$ cat src/aqis_defines.svh
`ifndef AQIS_DEFINES_SVH
`define AQIS_DEFINES_SVH

// ---------------------------------------------------------------
// time base
// ---------------------------------------------------------------
`define AQIS_CLK_MHZ 40
`define AQIS_SLOW_US 1670000
`define AQIS_FAST_US 41700
`define AQIS_STROBE_US 10000
`define AQIS_US2CYC(us) ((us) * `AQIS_CLK_MHZ)
`define AQIS_TICKS(us, per) (((us) + (per) / 2) / (per))

// ---------------------------------------------------------------
// sequence counts
// ---------------------------------------------------------------
`define AQIS_QUIET_TICKS 368
`define AQIS_BAT_TICKS 24
`define AQIS_QUAL_TICKS 2
`define AQIS_QUIET_LED_US 10000000
`define AQIS_ALARM_LED_US 1000000
`define AQIS_HORN_ON_US 160000
`define AQIS_HORN_OFF_US 80000
`define AQIS_IO_DELAY_US 3000000
`define AQIS_QUIET_LED_TICKS `AQIS_TICKS(`AQIS_QUIET_LED_US, `AQIS_SLOW_US)
`define AQIS_ALARM_LED_TICKS `AQIS_TICKS(`AQIS_ALARM_LED_US, `AQIS_FAST_US)
`define AQIS_HORN_ON_TICKS `AQIS_TICKS(`AQIS_HORN_ON_US, `AQIS_FAST_US)
`define AQIS_HORN_OFF_TICKS `AQIS_TICKS(`AQIS_HORN_OFF_US, `AQIS_FAST_US)
`define AQIS_IO_DELAY_TICKS `AQIS_TICKS(`AQIS_IO_DELAY_US, `AQIS_FAST_US)

// ---------------------------------------------------------------
// input synchroniser bit positions
// ---------------------------------------------------------------
`define AQIS_IN_SMOKE 0
`define AQIS_IN_BATLOW 1
`define AQIS_IN_QUIET 2
`define AQIS_IN_IO 3
`define AQIS_IN_CAP 4
`define AQIS_IN_SNDR 5
`define AQIS_IN_EXTOSC 6
`define AQIS_IN_WIDTH 7

`endif

$ cat src/aqis_pkg.sv
package aqis_pkg;
  typedef enum logic [1:0] {
    AL_IDLE,
    AL_LOCAL,
    AL_REMOTE
  } aqis_alarm_t;
  typedef logic [26:0] aqis_cyc_t;
  typedef logic [18:0] aqis_strobe_t;
endpackage

$ cat src/aqis_top.sv
`timescale 1ns/100ps
`include "aqis_defines.svh"
// Notes on behaviour
// - quiet request falling edge starts quiet, clears alarm
// - quiet mode lasts 368 oscillator cycles
// - reduced-sensitivity output low during quiet strobes
// - quiet expiry gives two 10 ms chirps
// - quiet mode flashes indicator about every 10 s
// - smoke at reduced level still alarms in quiet
// - alarm never stops or restarts quiet timer
// - local alarm drives interconnect after 3 s
// - remote high switches oscillator to fast period
// - remote accepted after current plus two cycles
// - interconnect drop during qualification clears pending latch
// - remote-only alarm keeps indicator off
// - local alarm ignores interconnect as input
// - remote alarm still works during quiet mode
// - battery compared every 40 s during indicator pulse
// - power-up clears every internal counter
// - test mode drives sounder on low battery
// - strobe stays 10 ms under accelerated clock
// - standby 1.67 s cycle with 10 ms check
// - indicator and battery check every 24 cycles
// - alarm horn 160 ms on, 80 ms off
// - smoke suppresses battery warning, indicator each second
module aqis_top
  import aqis_pkg::*;
#(
  parameter int unsigned SLOW_CYC = `AQIS_US2CYC(`AQIS_SLOW_US),
  parameter int unsigned FAST_CYC = `AQIS_US2CYC(`AQIS_FAST_US),
  parameter int unsigned STROBE_CYC = `AQIS_US2CYC(`AQIS_STROBE_US)
) (
  input wire logic clk,
  input wire logic rst,
  input wire logic smokeDetected,
  input wire logic batteryLow,
  input wire logic quietRequest,
  input wire logic interconnectIn,
  input wire logic timing_capacitor_node,
  input wire logic sounder_in_a,
  input wire logic extOscSelect,
  output logic sounder_drive_a,
  output logic indicatorOn,
  output logic interconnectOut,
  output logic interconnectOe_n,
  output logic reducedSensOut,
  output logic reducedSensOe_n,
  output logic sensePower,
  output logic batteryCheck,
  output aqis_pkg::aqis_alarm_t alarmState
);
  import aqis_pkg::*;

  // ---------------------------------------------------------------
  // input synchronisers
  // ---------------------------------------------------------------
  logic [`AQIS_IN_WIDTH-1:0] pinRaw;
  logic [`AQIS_IN_WIDTH-1:0] pinSync;

  assign pinRaw = {extOscSelect, sounder_in_a, timing_capacitor_node, interconnectIn,
                   quietRequest, batteryLow, smokeDetected};

  aqis_sync #(.WIDTH(`AQIS_IN_WIDTH)) uSync (
    .clk(clk),
    .rst(rst),
    .async(pinRaw),
    .synced(pinSync)
  );

  logic smokeLvl;
  logic batLowLvl;
  logic quietLvl;
  logic ioLvl;
  logic capLvl;
  logic extOsc;
  assign smokeLvl = pinSync[`AQIS_IN_SMOKE];
  assign batLowLvl = pinSync[`AQIS_IN_BATLOW];
  assign quietLvl = pinSync[`AQIS_IN_QUIET];
  assign ioLvl = pinSync[`AQIS_IN_IO];
  assign capLvl = pinSync[`AQIS_IN_CAP];
  assign extOsc = pinSync[`AQIS_IN_EXTOSC];

  // ---------------------------------------------------------------
  // state
  // ---------------------------------------------------------------
  aqis_cyc_t cycCnt_q, cycCnt_d;
  aqis_strobe_t strobeCnt_q, strobeCnt_d;
  aqis_strobe_t pulseCnt_q, pulseCnt_d;
  logic capPrev_q, capPrev_d;
  logic quietPrev_q, quietPrev_d;
  logic ioPrev_q, ioPrev_d;
  logic quietActive_q, quietActive_d;
  logic [8:0] quietCnt_q, quietCnt_d;
  logic chirpLeft_q, chirpLeft_d;
  logic [4:0] ledCnt_q, ledCnt_d;
  logic [2:0] hornPhase_q, hornPhase_d;
  logic [6:0] ioDelay_q, ioDelay_d;
  logic pending_q, pending_d;
  logic [1:0] qualCnt_q, qualCnt_d;
  aqis_alarm_t alarm_q, alarm_d;
  logic ledFlag_q, ledFlag_d;
  logic chirpFlag_q, chirpFlag_d;
  logic batFlag_q, batFlag_d;
  logic [1:0] startCnt_q, startCnt_d;
  logic testMode_q, testMode_d;
  logic sounder_d, indicator_d, ioOut_d, ioOeN_d, redOeN_d, sense_d, batChk_d;

  logic fastMode;
  logic tick;
  logic quietFall;
  logic ioRise;
  logic strobeEnd;
  logic [4:0] ledLimit;
  logic hornSounding;

  // ---------------------------------------------------------------
  // time base and sequencing
  // ---------------------------------------------------------------
  always_comb begin
    // an interconnect level alone speeds the clock up before qualification
    fastMode = (alarm_q != AL_IDLE) || pending_q || ioLvl;
    cycCnt_d = cycCnt_q + 27'd1;
    tick = 1'b0;
    if (extOsc) begin
      cycCnt_d = '0;
      tick = capLvl && !capPrev_q;
    end else if (cycCnt_q >= (fastMode ? 27'(FAST_CYC - 1) : 27'(SLOW_CYC - 1))) begin
      cycCnt_d = '0;
      tick = 1'b1;
    end
    capPrev_d = capLvl;

    quietPrev_d = tick ? quietLvl : quietPrev_q;
    ioPrev_d = tick ? ioLvl : ioPrev_q;
    quietFall = tick && quietPrev_q && !quietLvl;
    ioRise = tick && !ioPrev_q && ioLvl;
    strobeEnd = (strobeCnt_q == 19'd1);

    alarm_d = alarm_q;
    quietActive_d = quietActive_q;
    quietCnt_d = quietCnt_q;
    chirpLeft_d = chirpLeft_q;
    ledCnt_d = ledCnt_q;
    hornPhase_d = hornPhase_q;
    ioDelay_d = ioDelay_q;
    pending_d = pending_q;
    qualCnt_d = qualCnt_q;
    ledFlag_d = ledFlag_q;
    chirpFlag_d = chirpFlag_q;
    batFlag_d = batFlag_q;
    // strobe length is counted on clk, never on the tick source
    strobeCnt_d = (strobeCnt_q != '0) ? strobeCnt_q - 19'd1 : '0;
    pulseCnt_d = (pulseCnt_q != '0) ? pulseCnt_q - 19'd1 : '0;

    if (alarm_q == AL_LOCAL) begin
      ledLimit = 5'(`AQIS_ALARM_LED_TICKS);
    end else if (quietActive_q) begin
      ledLimit = 5'(`AQIS_QUIET_LED_TICKS);
    end else begin
      ledLimit = 5'(`AQIS_BAT_TICKS);
    end

    if (tick) begin
      // quiet timer keeps running whatever the alarm state does
      if (quietActive_q) begin
        if (quietCnt_q == 9'(`AQIS_QUIET_TICKS - 1)) begin
          quietActive_d = 1'b0;
          quietCnt_d = '0;
          chirpLeft_d = 1'b1;
        end else begin
          quietCnt_d = quietCnt_q + 9'd1;
        end
      end
      chirpFlag_d = (quietActive_q && quietCnt_q == 9'(`AQIS_QUIET_TICKS - 1)) || chirpLeft_q;
      if (chirpLeft_q) begin
        chirpLeft_d = 1'b0;
      end
      if (ledCnt_q >= ledLimit - 5'd1) begin
        ledCnt_d = '0;
        ledFlag_d = (alarm_q != AL_REMOTE);
        batFlag_d = (alarm_q == AL_IDLE) && !quietActive_q;
      end else begin
        ledCnt_d = ledCnt_q + 5'd1;
        ledFlag_d = 1'b0;
        batFlag_d = 1'b0;
      end
      pulseCnt_d = 19'(STROBE_CYC);
      if (alarm_q == AL_IDLE) begin
        hornPhase_d = '0;
        strobeCnt_d = (strobeCnt_q == '0) ? 19'(STROBE_CYC) : strobeCnt_d;
      end else begin
        hornPhase_d = (hornPhase_q == 3'(`AQIS_HORN_ON_TICKS + `AQIS_HORN_OFF_TICKS - 1)) ? 3'd0
                      : hornPhase_q + 3'd1;
        if (hornPhase_q >= 3'(`AQIS_HORN_ON_TICKS) && strobeCnt_q == '0) begin
          strobeCnt_d = 19'(STROBE_CYC);
        end
      end
      if (alarm_q == AL_LOCAL && ioDelay_q != 7'(`AQIS_IO_DELAY_TICKS)) begin
        ioDelay_d = ioDelay_q + 7'd1;
      end
      if (pending_q) begin
        if (qualCnt_q == 2'(`AQIS_QUAL_TICKS - 1)) begin
          pending_d = 1'b0;
          alarm_d = ioLvl ? AL_REMOTE : alarm_d;
        end else begin
          qualCnt_d = qualCnt_q + 2'd1;
        end
      end else if (alarm_q == AL_REMOTE && !ioLvl) begin
        alarm_d = AL_IDLE;
      end
    end

    if (alarm_q != AL_LOCAL) begin
      ioDelay_d = '0;
    end

    // qualification latch; a local alarm owns the line
    if (alarm_q == AL_LOCAL) begin
      pending_d = 1'b0;
      qualCnt_d = '0;
    end else if (pending_q && !ioLvl) begin
      pending_d = 1'b0;
      qualCnt_d = '0;
    end else if (!pending_q && alarm_q == AL_IDLE && ioRise) begin
      pending_d = 1'b1;
      qualCnt_d = '0;
    end

    // smoke result is taken at the last strobe cycle
    if (strobeEnd) begin
      if (smokeLvl) begin
        alarm_d = AL_LOCAL;
      end else if (alarm_q == AL_LOCAL) begin
        alarm_d = AL_IDLE;
      end
    end

    if (quietFall) begin
      quietActive_d = 1'b1;
      quietCnt_d = '0;
      alarm_d = AL_IDLE;
      pending_d = 1'b0;
      qualCnt_d = '0;
    end

    // test-mode strap (sounder_in_a and capacitor node both low) is taken once the synchronisers have filled
    startCnt_d = (startCnt_q == 2'd3) ? startCnt_q : startCnt_q + 2'd1;
    testMode_d = testMode_q;
    if (startCnt_q == 2'd2) begin
      testMode_d = !pinSync[`AQIS_IN_SNDR] && !capLvl;
    end

    hornSounding = (alarm_q != AL_IDLE) && (hornPhase_q < 3'(`AQIS_HORN_ON_TICKS));
    if (testMode_q) begin
      sounder_d = batLowLvl;
    end else begin
      sounder_d = hornSounding || ((pulseCnt_q != '0) && (chirpFlag_q || (batFlag_q && batLowLvl)));
    end
    indicator_d = (pulseCnt_q != '0) && ledFlag_q && (alarm_q != AL_REMOTE);
    batChk_d = (pulseCnt_q != '0) && batFlag_q && (alarm_q == AL_IDLE);
    sense_d = (strobeCnt_q != '0);
    redOeN_d = !(quietActive_q && strobeCnt_q != '0);
    ioOut_d = (alarm_q == AL_LOCAL) && (ioDelay_q == 7'(`AQIS_IO_DELAY_TICKS));
    ioOeN_d = !ioOut_d;
  end

  always_ff @(posedge clk) begin
    if (rst) begin
      cycCnt_q <= '0;
      strobeCnt_q <= '0;
      pulseCnt_q <= '0;
      capPrev_q <= 1'b0;
      quietPrev_q <= 1'b0;
      ioPrev_q <= 1'b0;
      quietActive_q <= 1'b0;
      quietCnt_q <= '0;
      chirpLeft_q <= 1'b0;
      ledCnt_q <= '0;
      hornPhase_q <= '0;
      ioDelay_q <= '0;
      pending_q <= 1'b0;
      qualCnt_q <= '0;
      alarm_q <= AL_IDLE;
      ledFlag_q <= 1'b0;
      chirpFlag_q <= 1'b0;
      batFlag_q <= 1'b0;
      startCnt_q <= '0;
      testMode_q <= 1'b0;
      sounder_drive_a <= 1'b0;
      indicatorOn <= 1'b0;
      interconnectOut <= 1'b0;
      interconnectOe_n <= 1'b1;
      reducedSensOut <= 1'b0;
      reducedSensOe_n <= 1'b1;
      sensePower <= 1'b0;
      batteryCheck <= 1'b0;
      alarmState <= AL_IDLE;
    end else begin
      cycCnt_q <= cycCnt_d;
      strobeCnt_q <= strobeCnt_d;
      pulseCnt_q <= pulseCnt_d;
      capPrev_q <= capPrev_d;
      quietPrev_q <= quietPrev_d;
      ioPrev_q <= ioPrev_d;
      quietActive_q <= quietActive_d;
      quietCnt_q <= quietCnt_d;
      chirpLeft_q <= chirpLeft_d;
      ledCnt_q <= ledCnt_d;
      hornPhase_q <= hornPhase_d;
      ioDelay_q <= ioDelay_d;
      pending_q <= pending_d;
      qualCnt_q <= qualCnt_d;
      alarm_q <= alarm_d;
      ledFlag_q <= ledFlag_d;
      chirpFlag_q <= chirpFlag_d;
      batFlag_q <= batFlag_d;
      startCnt_q <= startCnt_d;
      testMode_q <= testMode_d;
      sounder_drive_a <= sounder_d;
      indicatorOn <= indicator_d;
      interconnectOut <= ioOut_d;
      interconnectOe_n <= ioOeN_d;
      reducedSensOut <= 1'b0;
      reducedSensOe_n <= redOeN_d;
      sensePower <= sense_d;
      batteryCheck <= batChk_d;
      alarmState <= alarm_d;
    end
  end

  // ---------------------------------------------------------------
  // checks
  // ---------------------------------------------------------------
  a_quiet_entry: assert property (@(posedge clk) disable iff (rst)
    quietFall |=> quietActive_q && quietCnt_q == 9'd0 && alarm_q == AL_IDLE)
    else $error("quiet request did not start a clean quiet period");

  a_quiet_expiry: assert property (@(posedge clk) disable iff (rst)
    (tick && quietActive_q && !quietFall && quietCnt_q == 9'd367) |=> !quietActive_q && chirpLeft_q)
    else $error("quiet period did not end after 368 cycles");

  a_quiet_count: assert property (@(posedge clk) disable iff (rst)
    (tick && quietActive_q && !quietFall && quietCnt_q < 9'd367) |=> quietCnt_q == $past(quietCnt_q) + 9'd1)
    else $error("quiet timer disturbed");

  a_reduced_sens: assert property (@(posedge clk) disable iff (rst)
    !reducedSensOe_n |-> $past(quietActive_q && strobeCnt_q != '0))
    else $error("reduced sensitivity pulled outside a quiet strobe");

  a_remote_led: assert property (@(posedge clk) disable iff (rst)
    $past(alarm_q == AL_REMOTE) |-> !indicatorOn)
    else $error("indicator lit during remote alarm");

  a_local_ignore: assert property (@(posedge clk) disable iff (rst)
    alarm_q == AL_LOCAL |=> !pending_q)
    else $error("interconnect qualified during local alarm");

  a_qual_drop: assert property (@(posedge clk) disable iff (rst)
    (pending_q && !ioLvl) |=> !pending_q && alarm_q != AL_REMOTE)
    else $error("pending latch survived a low interconnect");

  a_io_delay: assert property (@(posedge clk) disable iff (rst)
    !interconnectOe_n |-> $past(alarm_q == AL_LOCAL && ioDelay_q == 7'd72))
    else $error("interconnect driven before the local delay");

  a_test_horn: assert property (@(posedge clk) disable iff (rst)
    (testMode_q && batLowLvl) |=> sounder_drive_a)
    else $error("test mode sounder not following low battery");

  a_batt_pulse: assert property (@(posedge clk) disable iff (rst)
    batteryCheck |-> $past(pulseCnt_q != '0 && batFlag_q && alarm_q == AL_IDLE))
    else $error("battery compared outside an idle indicator pulse");
endmodule

$ cat src/aqis_sync.sv
`timescale 1ns/100ps
module aqis_sync #(
  parameter int WIDTH = 1
) (
  input wire logic clk,
  input wire logic rst,
  input wire logic [WIDTH-1:0] async,
  output logic [WIDTH-1:0] synced
);
  logic [WIDTH-1:0] meta_q;

  // first stage feeds the second and nothing else
  always_ff @(posedge clk) begin
    if (rst) begin
      meta_q <= '0;
      synced <= '0;
    end else begin
      meta_q <= async;
      synced <= meta_q;
    end
  end
endmodule

$ cat config.mk
export PLATFORM = sky130hd
export DESIGN_NAME = aqis_top
export DESIGN_NICKNAME = d
export VERILOG_FILES = /design/src/aqis_pkg.sv /design/src/aqis_top.sv /design/src/aqis_sync.sv
export VERILOG_INCLUDE_DIRS = /design/src
export SDC_FILE = /design/constraint.sdc
export NUM_CORES = 1
export LEC_CHECK = 0
export BUFFER_PORTS_ARGS = -buffer_cell sky130_fd_sc_hd__buf_2
export CORE_ASPECT_RATIO = 1.75
export CORE_UTILIZATION = 48
export CTS_CLUSTER_DIAMETER = 50
export DETAILED_ROUTE_END_ITERATION = 12
export GPL_TIMING_DRIVEN = 0
export PLACE_DENSITY = 0.71
export SLEW_MARGIN = 5
export SYNTH_ARGS = -nofsm -noshare
export SYNTH_HDL_FRONTEND = slang
export SYNTH_SLANG_ARGS = --single-unit
$ cat constraint.sdc
create_clock -name clk -period 6 [get_ports clk]
set_input_delay 1.2 -clock clk [delete_from_list [all_inputs] [get_ports clk]]
set_output_delay 1.2 -clock clk [all_outputs]
set_load 0.03 [all_outputs]
Word level (Yosys, flattened, before mapping):

Index checks and enable logic that the tools add are counted.

* register bits: 126
* bits of input ports: 9
* output and inout port bits: 10
* logic and storage cells: 150

* $add $sub $neg: 10
* magnitude comparators: 4
* eq/ne operators: 12
* mux-type cells: 38
* bitwise logic cells: 2
* reduce and logical (&&, ||, !) cells: 54

Operators with widths (number)
* $mux 19: 7
* $reduce_bool 19->1: 2
* $sub 19x1->19 const B: 2
* $add 27x1->27 const B: 1
* $ge 27x26->1: 1
* $mux 26: 1
* $logic_and 1x1->1: 23
* $eq 19x1->1 const B: 1
* $logic_not 19->1: 1
* $mux 1: 16
* $mux 2: 8
* $mux 5: 3
* $logic_not 1->1: 10
* $add 9x1->9 const B: 1
* $eq 9x9->1 const B: 1
* $mux 9: 1
* $add 7x1->7 const B: 1
* $eq 7x7->1 const B: 1
* $ne 7x7->1 const B: 1
* $eq 2x2->1 const B: 3
* $mux 3: 2
* $reduce_bool 2->1: 3
* $reduce_or 3->1: 2
* $add 5x1->5 const B: 1
* other kinds (18): 27

Depth between registers and ports, before layout:

* word-level depth: 11
* mapped depth: 13
* gate-level depth less buffers: 10

Modules after synthesis:

A second synthesis with hierarchy kept.

* cells, all modules: 645
* area, all modules: 5725.5 sq um

Modules (own cells, without submodules)
* aqis_top: instances 1, cells an instance 616, area each 5317.6 sq um, seq. area each 2242.2 sq um
* aqis_sync: instances 1, cells an instance 29, area each 407.9 sq um, seq. area each 280.3 sq um

Worst setup path before layout:

OpenSTA, ideal clock, no wires.

* path type: register -> register
* start point: reg alarm_q[0]
* end point: reg strobeCnt_q[11]
* library setup time: 0.074 ns
* arrival time: 3.021 ns
* data required time: 5.926 ns
* setup slack: 2.905 ns
* cell stages (with the launch flop): 11
* buffers on the path: 1
* period minus slack after synthesis: 3.095 ns
* cell sequence: dfxtp_1 > clkbuf_1 > nor4_4 > inv_4 > ha_1 > nor4bb_1 > a21oi_1 > o311a_4 > a2bb2oi_4 > or4b_4 > o21ai_0

* longest elaborated chain between the ends: 8
* elaborated cells on any way between the ends: 10
* classes of those cells: 1 x order compare; 5 x mux; 4 x reduce/logical

RTL lines
* from (decl): line aqis_top.sv:100 `aqis_alarm_t alarm_q, alarm_d;`
* from (signal assigned): line aqis_top.sv:313 `alarm_q <= alarm_d;`
* $reduce_bool 2->1: line aqis_top.sv:121 `fastMode = (alarm_q != AL_IDLE) || pending_q || ioLvl;`
* $logic_or 1x1->1 (2 in series): line aqis_top.sv:121
* $mux 26: line aqis_top.sv:127 `end else if (cycCnt_q >= (fastMode ? 27'(FAST_CYC - 1) : 27'(SLOW_CYC - 1))) begin`
* $ge 27x26->1: line aqis_top.sv:127
* $mux 1: line aqis_top.sv:127
* $mux 1: line aqis_top.sv:124 `if (extOsc) begin`
* $mux 19 (*): line aqis_top.sv:163 `if (tick) begin`
* to (signal assigned): line aqis_top.sv:300 `strobeCnt_q <= strobeCnt_d;`
* to (decl): line aqis_top.sv:87 `aqis_strobe_t strobeCnt_q, strobeCnt_d;`

Mark *: on every way between the ends. The rest lies on a longest branch, timed or not.
A chain may end at the register's enable or synchronous reset.

Worst setup path after layout:

* start point: reg alarm_q[0]
* end point: reg quietCnt_q[4]

* longest elaborated chain between the ends: 10
* elaborated cells on any way between the ends: 11
* classes of those cells: 1 x order compare; 3 x mux; 7 x reduce/logical

RTL lines
* $reduce_bool 2->1 (*): line aqis_top.sv:121
* $logic_or 1x1->1 (*) (2 in series): line aqis_top.sv:121
* $mux 26 (*): line aqis_top.sv:127
* $ge 27x26->1 (*): line aqis_top.sv:127
* $mux 1 (*): line aqis_top.sv:127
* $mux 1 (*): line aqis_top.sv:124
* $logic_and 1x1->1 (2 in series): line aqis_top.sv:135 `quietFall = tick && quietPrev_q && !quietLvl;`
* $reduce_or 2->1 (no source line)
* to (signal assigned): line aqis_top.sv:306 `quietCnt_q <= quietCnt_d;`
* to (decl): line aqis_top.sv:93 `logic [8:0] quietCnt_q, quietCnt_d;`

Marked as above.

==> results.sh <==
export IMPL_rsz0062_at_grt="no"
export IMPL_grt_start_max_net_pins=17
export IMPL_synth_area_top_cells="dfxtp_1 44%, nor2_1 6.7%, xnor2_1 4.7%, ha_1 4.1%, a21oi_1 3.6%"
export IMPL_drt_total_wl_um=12200
export IMPL_synth_seq_cells=126
export IMPL_period_share_pct=63.2
export IMPL_insertion_delay_ns=0.41
export IMPL_synth_distinct_cells=58
export IMPL_die_area_sq_mm=0.0125
export IMPL_numClockSinks=126
export IMPL_clkPwrFrac_pct=36.7
export IMPL_postCtsHoldBufs=0
export IMPL_post_cts_repair_setup_buffers=0
export IMPL_syn_area_sq_mm=0.00576
export IMPL_nets=731
export IMPL_place_gp_congestion=0.836
export IMPL_hold_end="uSync.synced[5]"
export IMPL_holdCritPathClass="register to register"
export IMPL_drive_above_1_share_pct=10.2
export IMPL_p_int_mw=1.82
export IMPL_num_vias=4767
export IMPL_p_seq_share_pct=40.2
export IMPL_path_class="register to register"
export IMPL_ys_warn_count=0
export IMPL_vdd_drop_max_mv=0.303
export IMPL_diodes=0
export IMPL_grt_pass1_wl_um=20900
export IMPL_root_buffer="clkbuf_16"
export IMPL_switching_share_pct=30.8
export IMPL_hold_slack_ns=0.435
export IMPL_r2r_end="quietCnt_q[4]"
export IMPL_firstDrtPassIters=5
export IMPL_grt_pass1_vias=4827
export IMPL_synth_ff_type="dfxtp_1"
export IMPL_required_ns=6.29
export IMPL_hp_start="uSync.meta_q[5]"
export IMPL_clk_pin_slew_ns=0.06
export IMPL_final_hold_viol_count=0
export IMPL_postLayoutCellArea_sq_mm=0.00658
export IMPL_antenna_found_initial=0
export IMPL_pin_count=19
export IMPL_async_flop_share_pct=0
export IMPL_synth_compound_area_share_pct=12.2
export IMPL_critPathCaptureType="register"
export IMPL_post_drt_wl_per_cell_um=14.3
export IMPL_total_power_mw=2.64
export IMPL_post_cts_resized=0
export IMPL_h_tree_depth=4
export IMPL_max_clock_freq_mhz=264
export IMPL_slew_violations=0
export IMPL_drtAntennaViolNets=0
export IMPL_setup_violations=0
export IMPL_status="complete, no violations"
export IMPL_syn_to_final_growth_pct=14.2
export IMPL_comb_power_share_pct=23.1
export IMPL_reg2reg_slack_ns=2.21
export IMPL_powerDensity_mw_per_mm2=401
export IMPL_clk_path_buf_depth=2
export IMPL_startpoint_type="register"
export IMPL_grt_usage_pct=20.9
export IMPL_synthAdderAreaFrac_pct=4.13
export IMPL_leakage_nw=2.47
export IMPL_start_util_pct=49.5
export IMPL_r2r_cells=11
export IMPL_io_buffer_count=17
export IMPL_worstReg2RegStart="alarm_q[0]"
export IMPL_hold_depth=1
export IMPL_place_area_sq_mm=0.00602
export IMPL_tns_ns=0
export IMPL_synth_fp_nets=695
export IMPL_yosys_area_top_type="dfxtp_1"
export IMPL_gr_total_overflow=0
export IMPL_fillers=1026
export IMPL_die_width_um=84.8
export IMPL_ys_seq_area_share_pct=43.8
export IMPL_num_rows=52
export IMPL_cts_buffers=17
export IMPL_cap_violations=0
export IMPL_synth_xor_xnor_area_share_pct=8.36
export IMPL_synthMuxAreaShare_pct=1.04
export IMPL_min_period_ns=3.79
export IMPL_synthSimpleGateAreaFrac_pct=27.1
export IMPL_worstMarginPinSlew_ns=0.961
export IMPL_synth_top_area_share_pct=43.8
export IMPL_synth_edff_count=0
export IMPL_synth_top_family_by_area="simple AND/OR/NAND/NOR gates"
export IMPL_finClkSkew_ns=0.00790
export IMPL_synth_cells=667
export IMPL_drtIter0Drc=240
export IMPL_cts_tree="built"
export IMPL_fin_util_pct=56.5
export IMPL_cp_max_fo=13
export IMPL_dpl_hpwl_um=8910
export IMPL_dieHeight_um=147
export IMPL_via_per_inst=5.61
export IMPL_drc=0
export IMPL_switching_power_mw=0.814
export IMPL_slew_headroom_pct=35.3
export IMPL_coreArea_sq_mm=0.0116
export IMPL_worstPathArrival_ns=4.08
export IMPL_synth_area_per_cell_sq_um=8.64
[Yosys cell counts (4+ instances only)]
cell      number
nor3_1        21
ha_1          19
nand2_1       41
a21oi_1       42
mux2i_1        6
nor4_1         9
and2_1         4
nand3b_1       4
or3_1         16
clkbuf_1      12
o21ai_0       31
dfxtp_1      126
nor2b_1       20
a21o_1         8
xnor2_1       31
nand3_1       27
buf_2          7
and3_1         5
nor2_1       103
nand2b_1      10
nand4_1       15
or4_1         12
inv_1         20
or2_2          6
xor2_1        24
[critical path: stages, from the launching register on]
cell,delay (ns)
dfxtp_1,0.31
clkbuf_1,0.20
nor4_4,0.50
inv_4,0.18
ha_1,0.34
nor4bb_1,0.43
a21oi_1,0.17
o311a_4,0.36
o2bb2ai_1,0.42
buf_2,0.35
a21o_1,0.32
a21oi_1,0.07
[worst max path at each step]
stage | from | to | slack, ns | cells past startpoint
after floorplan | alarm_q[0] | strobeCnt_q[11] | 2.90 | 10
after global placement | alarm_q[0] | quietCnt_q[2] | 2.30 | 11
after detailed placement | alarm_q[0] | quietCnt_q[4] | 2.19 | 11
after CTS | alarm_q[0] | quietCnt_q[4] | 2.18 | 11
after global routing | alarm_q[0] | cycCnt_q[16] | 1.92 | 12
final | alarm_q[0] | quietCnt_q[4] | 2.21 | 11
[final cells by class]
class                           count  area [sq um]  share of cell area (%)
Sequential cell                   126          2520                    38.3
Multi-Input combinational cell    497          3050                    46.3
Tap cell                          135           169                    2.57
Clock buffer                       20           457                    6.94
Inverter                           21          81.3                    1.24
Timing Repair Buffer               17          85.1                    1.29
Buffer                             23           110                    1.67
Clock inverter                     11           110                    1.67
[cells in the final DEF, fill, tap and decap left out, types with 8 or more instances in the layout]
master and instances:
xor2_1 24, nand2b_1 10, a21oi_1 42, nor2_1 103, or4_1 12, nand2_1 41, inv_1 20, nand4_1 15
clkbuf_1 13, nand3_1 27, o21ai_0 31, nor3_1 21, buf_2 24, nor4_1 9, a21o_1 8, nor2b_1 20
or3_1 16, xnor2_1 31, ha_1 19, clkbuf_16 17, dfxtp_1 126
[state kept, by name, indices dropped and copies added (netlist names), 2 cells and up]
register / flops
alarm_q: 2
ledCnt_q: 5
quietCnt_q: 9
startCnt_q: 2
uSync.meta_q: 7
pulseCnt_q: 19
strobeCnt_q: 19
hornPhase_q: 3
cycCnt_q: 27
uSync.synced: 7
ioDelay_q: 7
qualCnt_q: 2
[layer usage]
metal  vias up  global-route usage [%]  part of all wire (%)
met5         -                       0                     0
met4         0                    12.1                   3.1
met3        29                    3.65                   2.5
met2        92                    40.3                    56
met1      2243                    20.4                    39
li1       2403                       -                     -
[cells by family after synthesis]
logic type | Yosys count
XOR/XNOR | 55
other | 1
buffers and inverters | 44
AND/OR/NAND/NOR | 306
multiplexers | 6
AO/OA/AOI/OAI | 110
adder cells (fa/ha/maj) | 19
flip-flops | 126
[through the flow]
stage / std cells / worst slack [ns]
floorplan: 667 / 2.90
global placement: 819 / 2.30
detailed placement: 819 / 2.19
CTS: 850 / 2.18
global route: 850 / 1.92
finish: 850 / 2.21
[power by group through the flow]
stage	clock network (mW)	registers [mW]	logic (mW)
CTS	0.982	1.06	0.619
floorplan	0	1.06	0.504
global placement	0	1.07	0.597
detailed placement	0	1.08	0.612
global route	1.02	1.08	0.695
finish	0.968	1.06	0.609
Note: power is estimated with default switching activity, not from simulation.
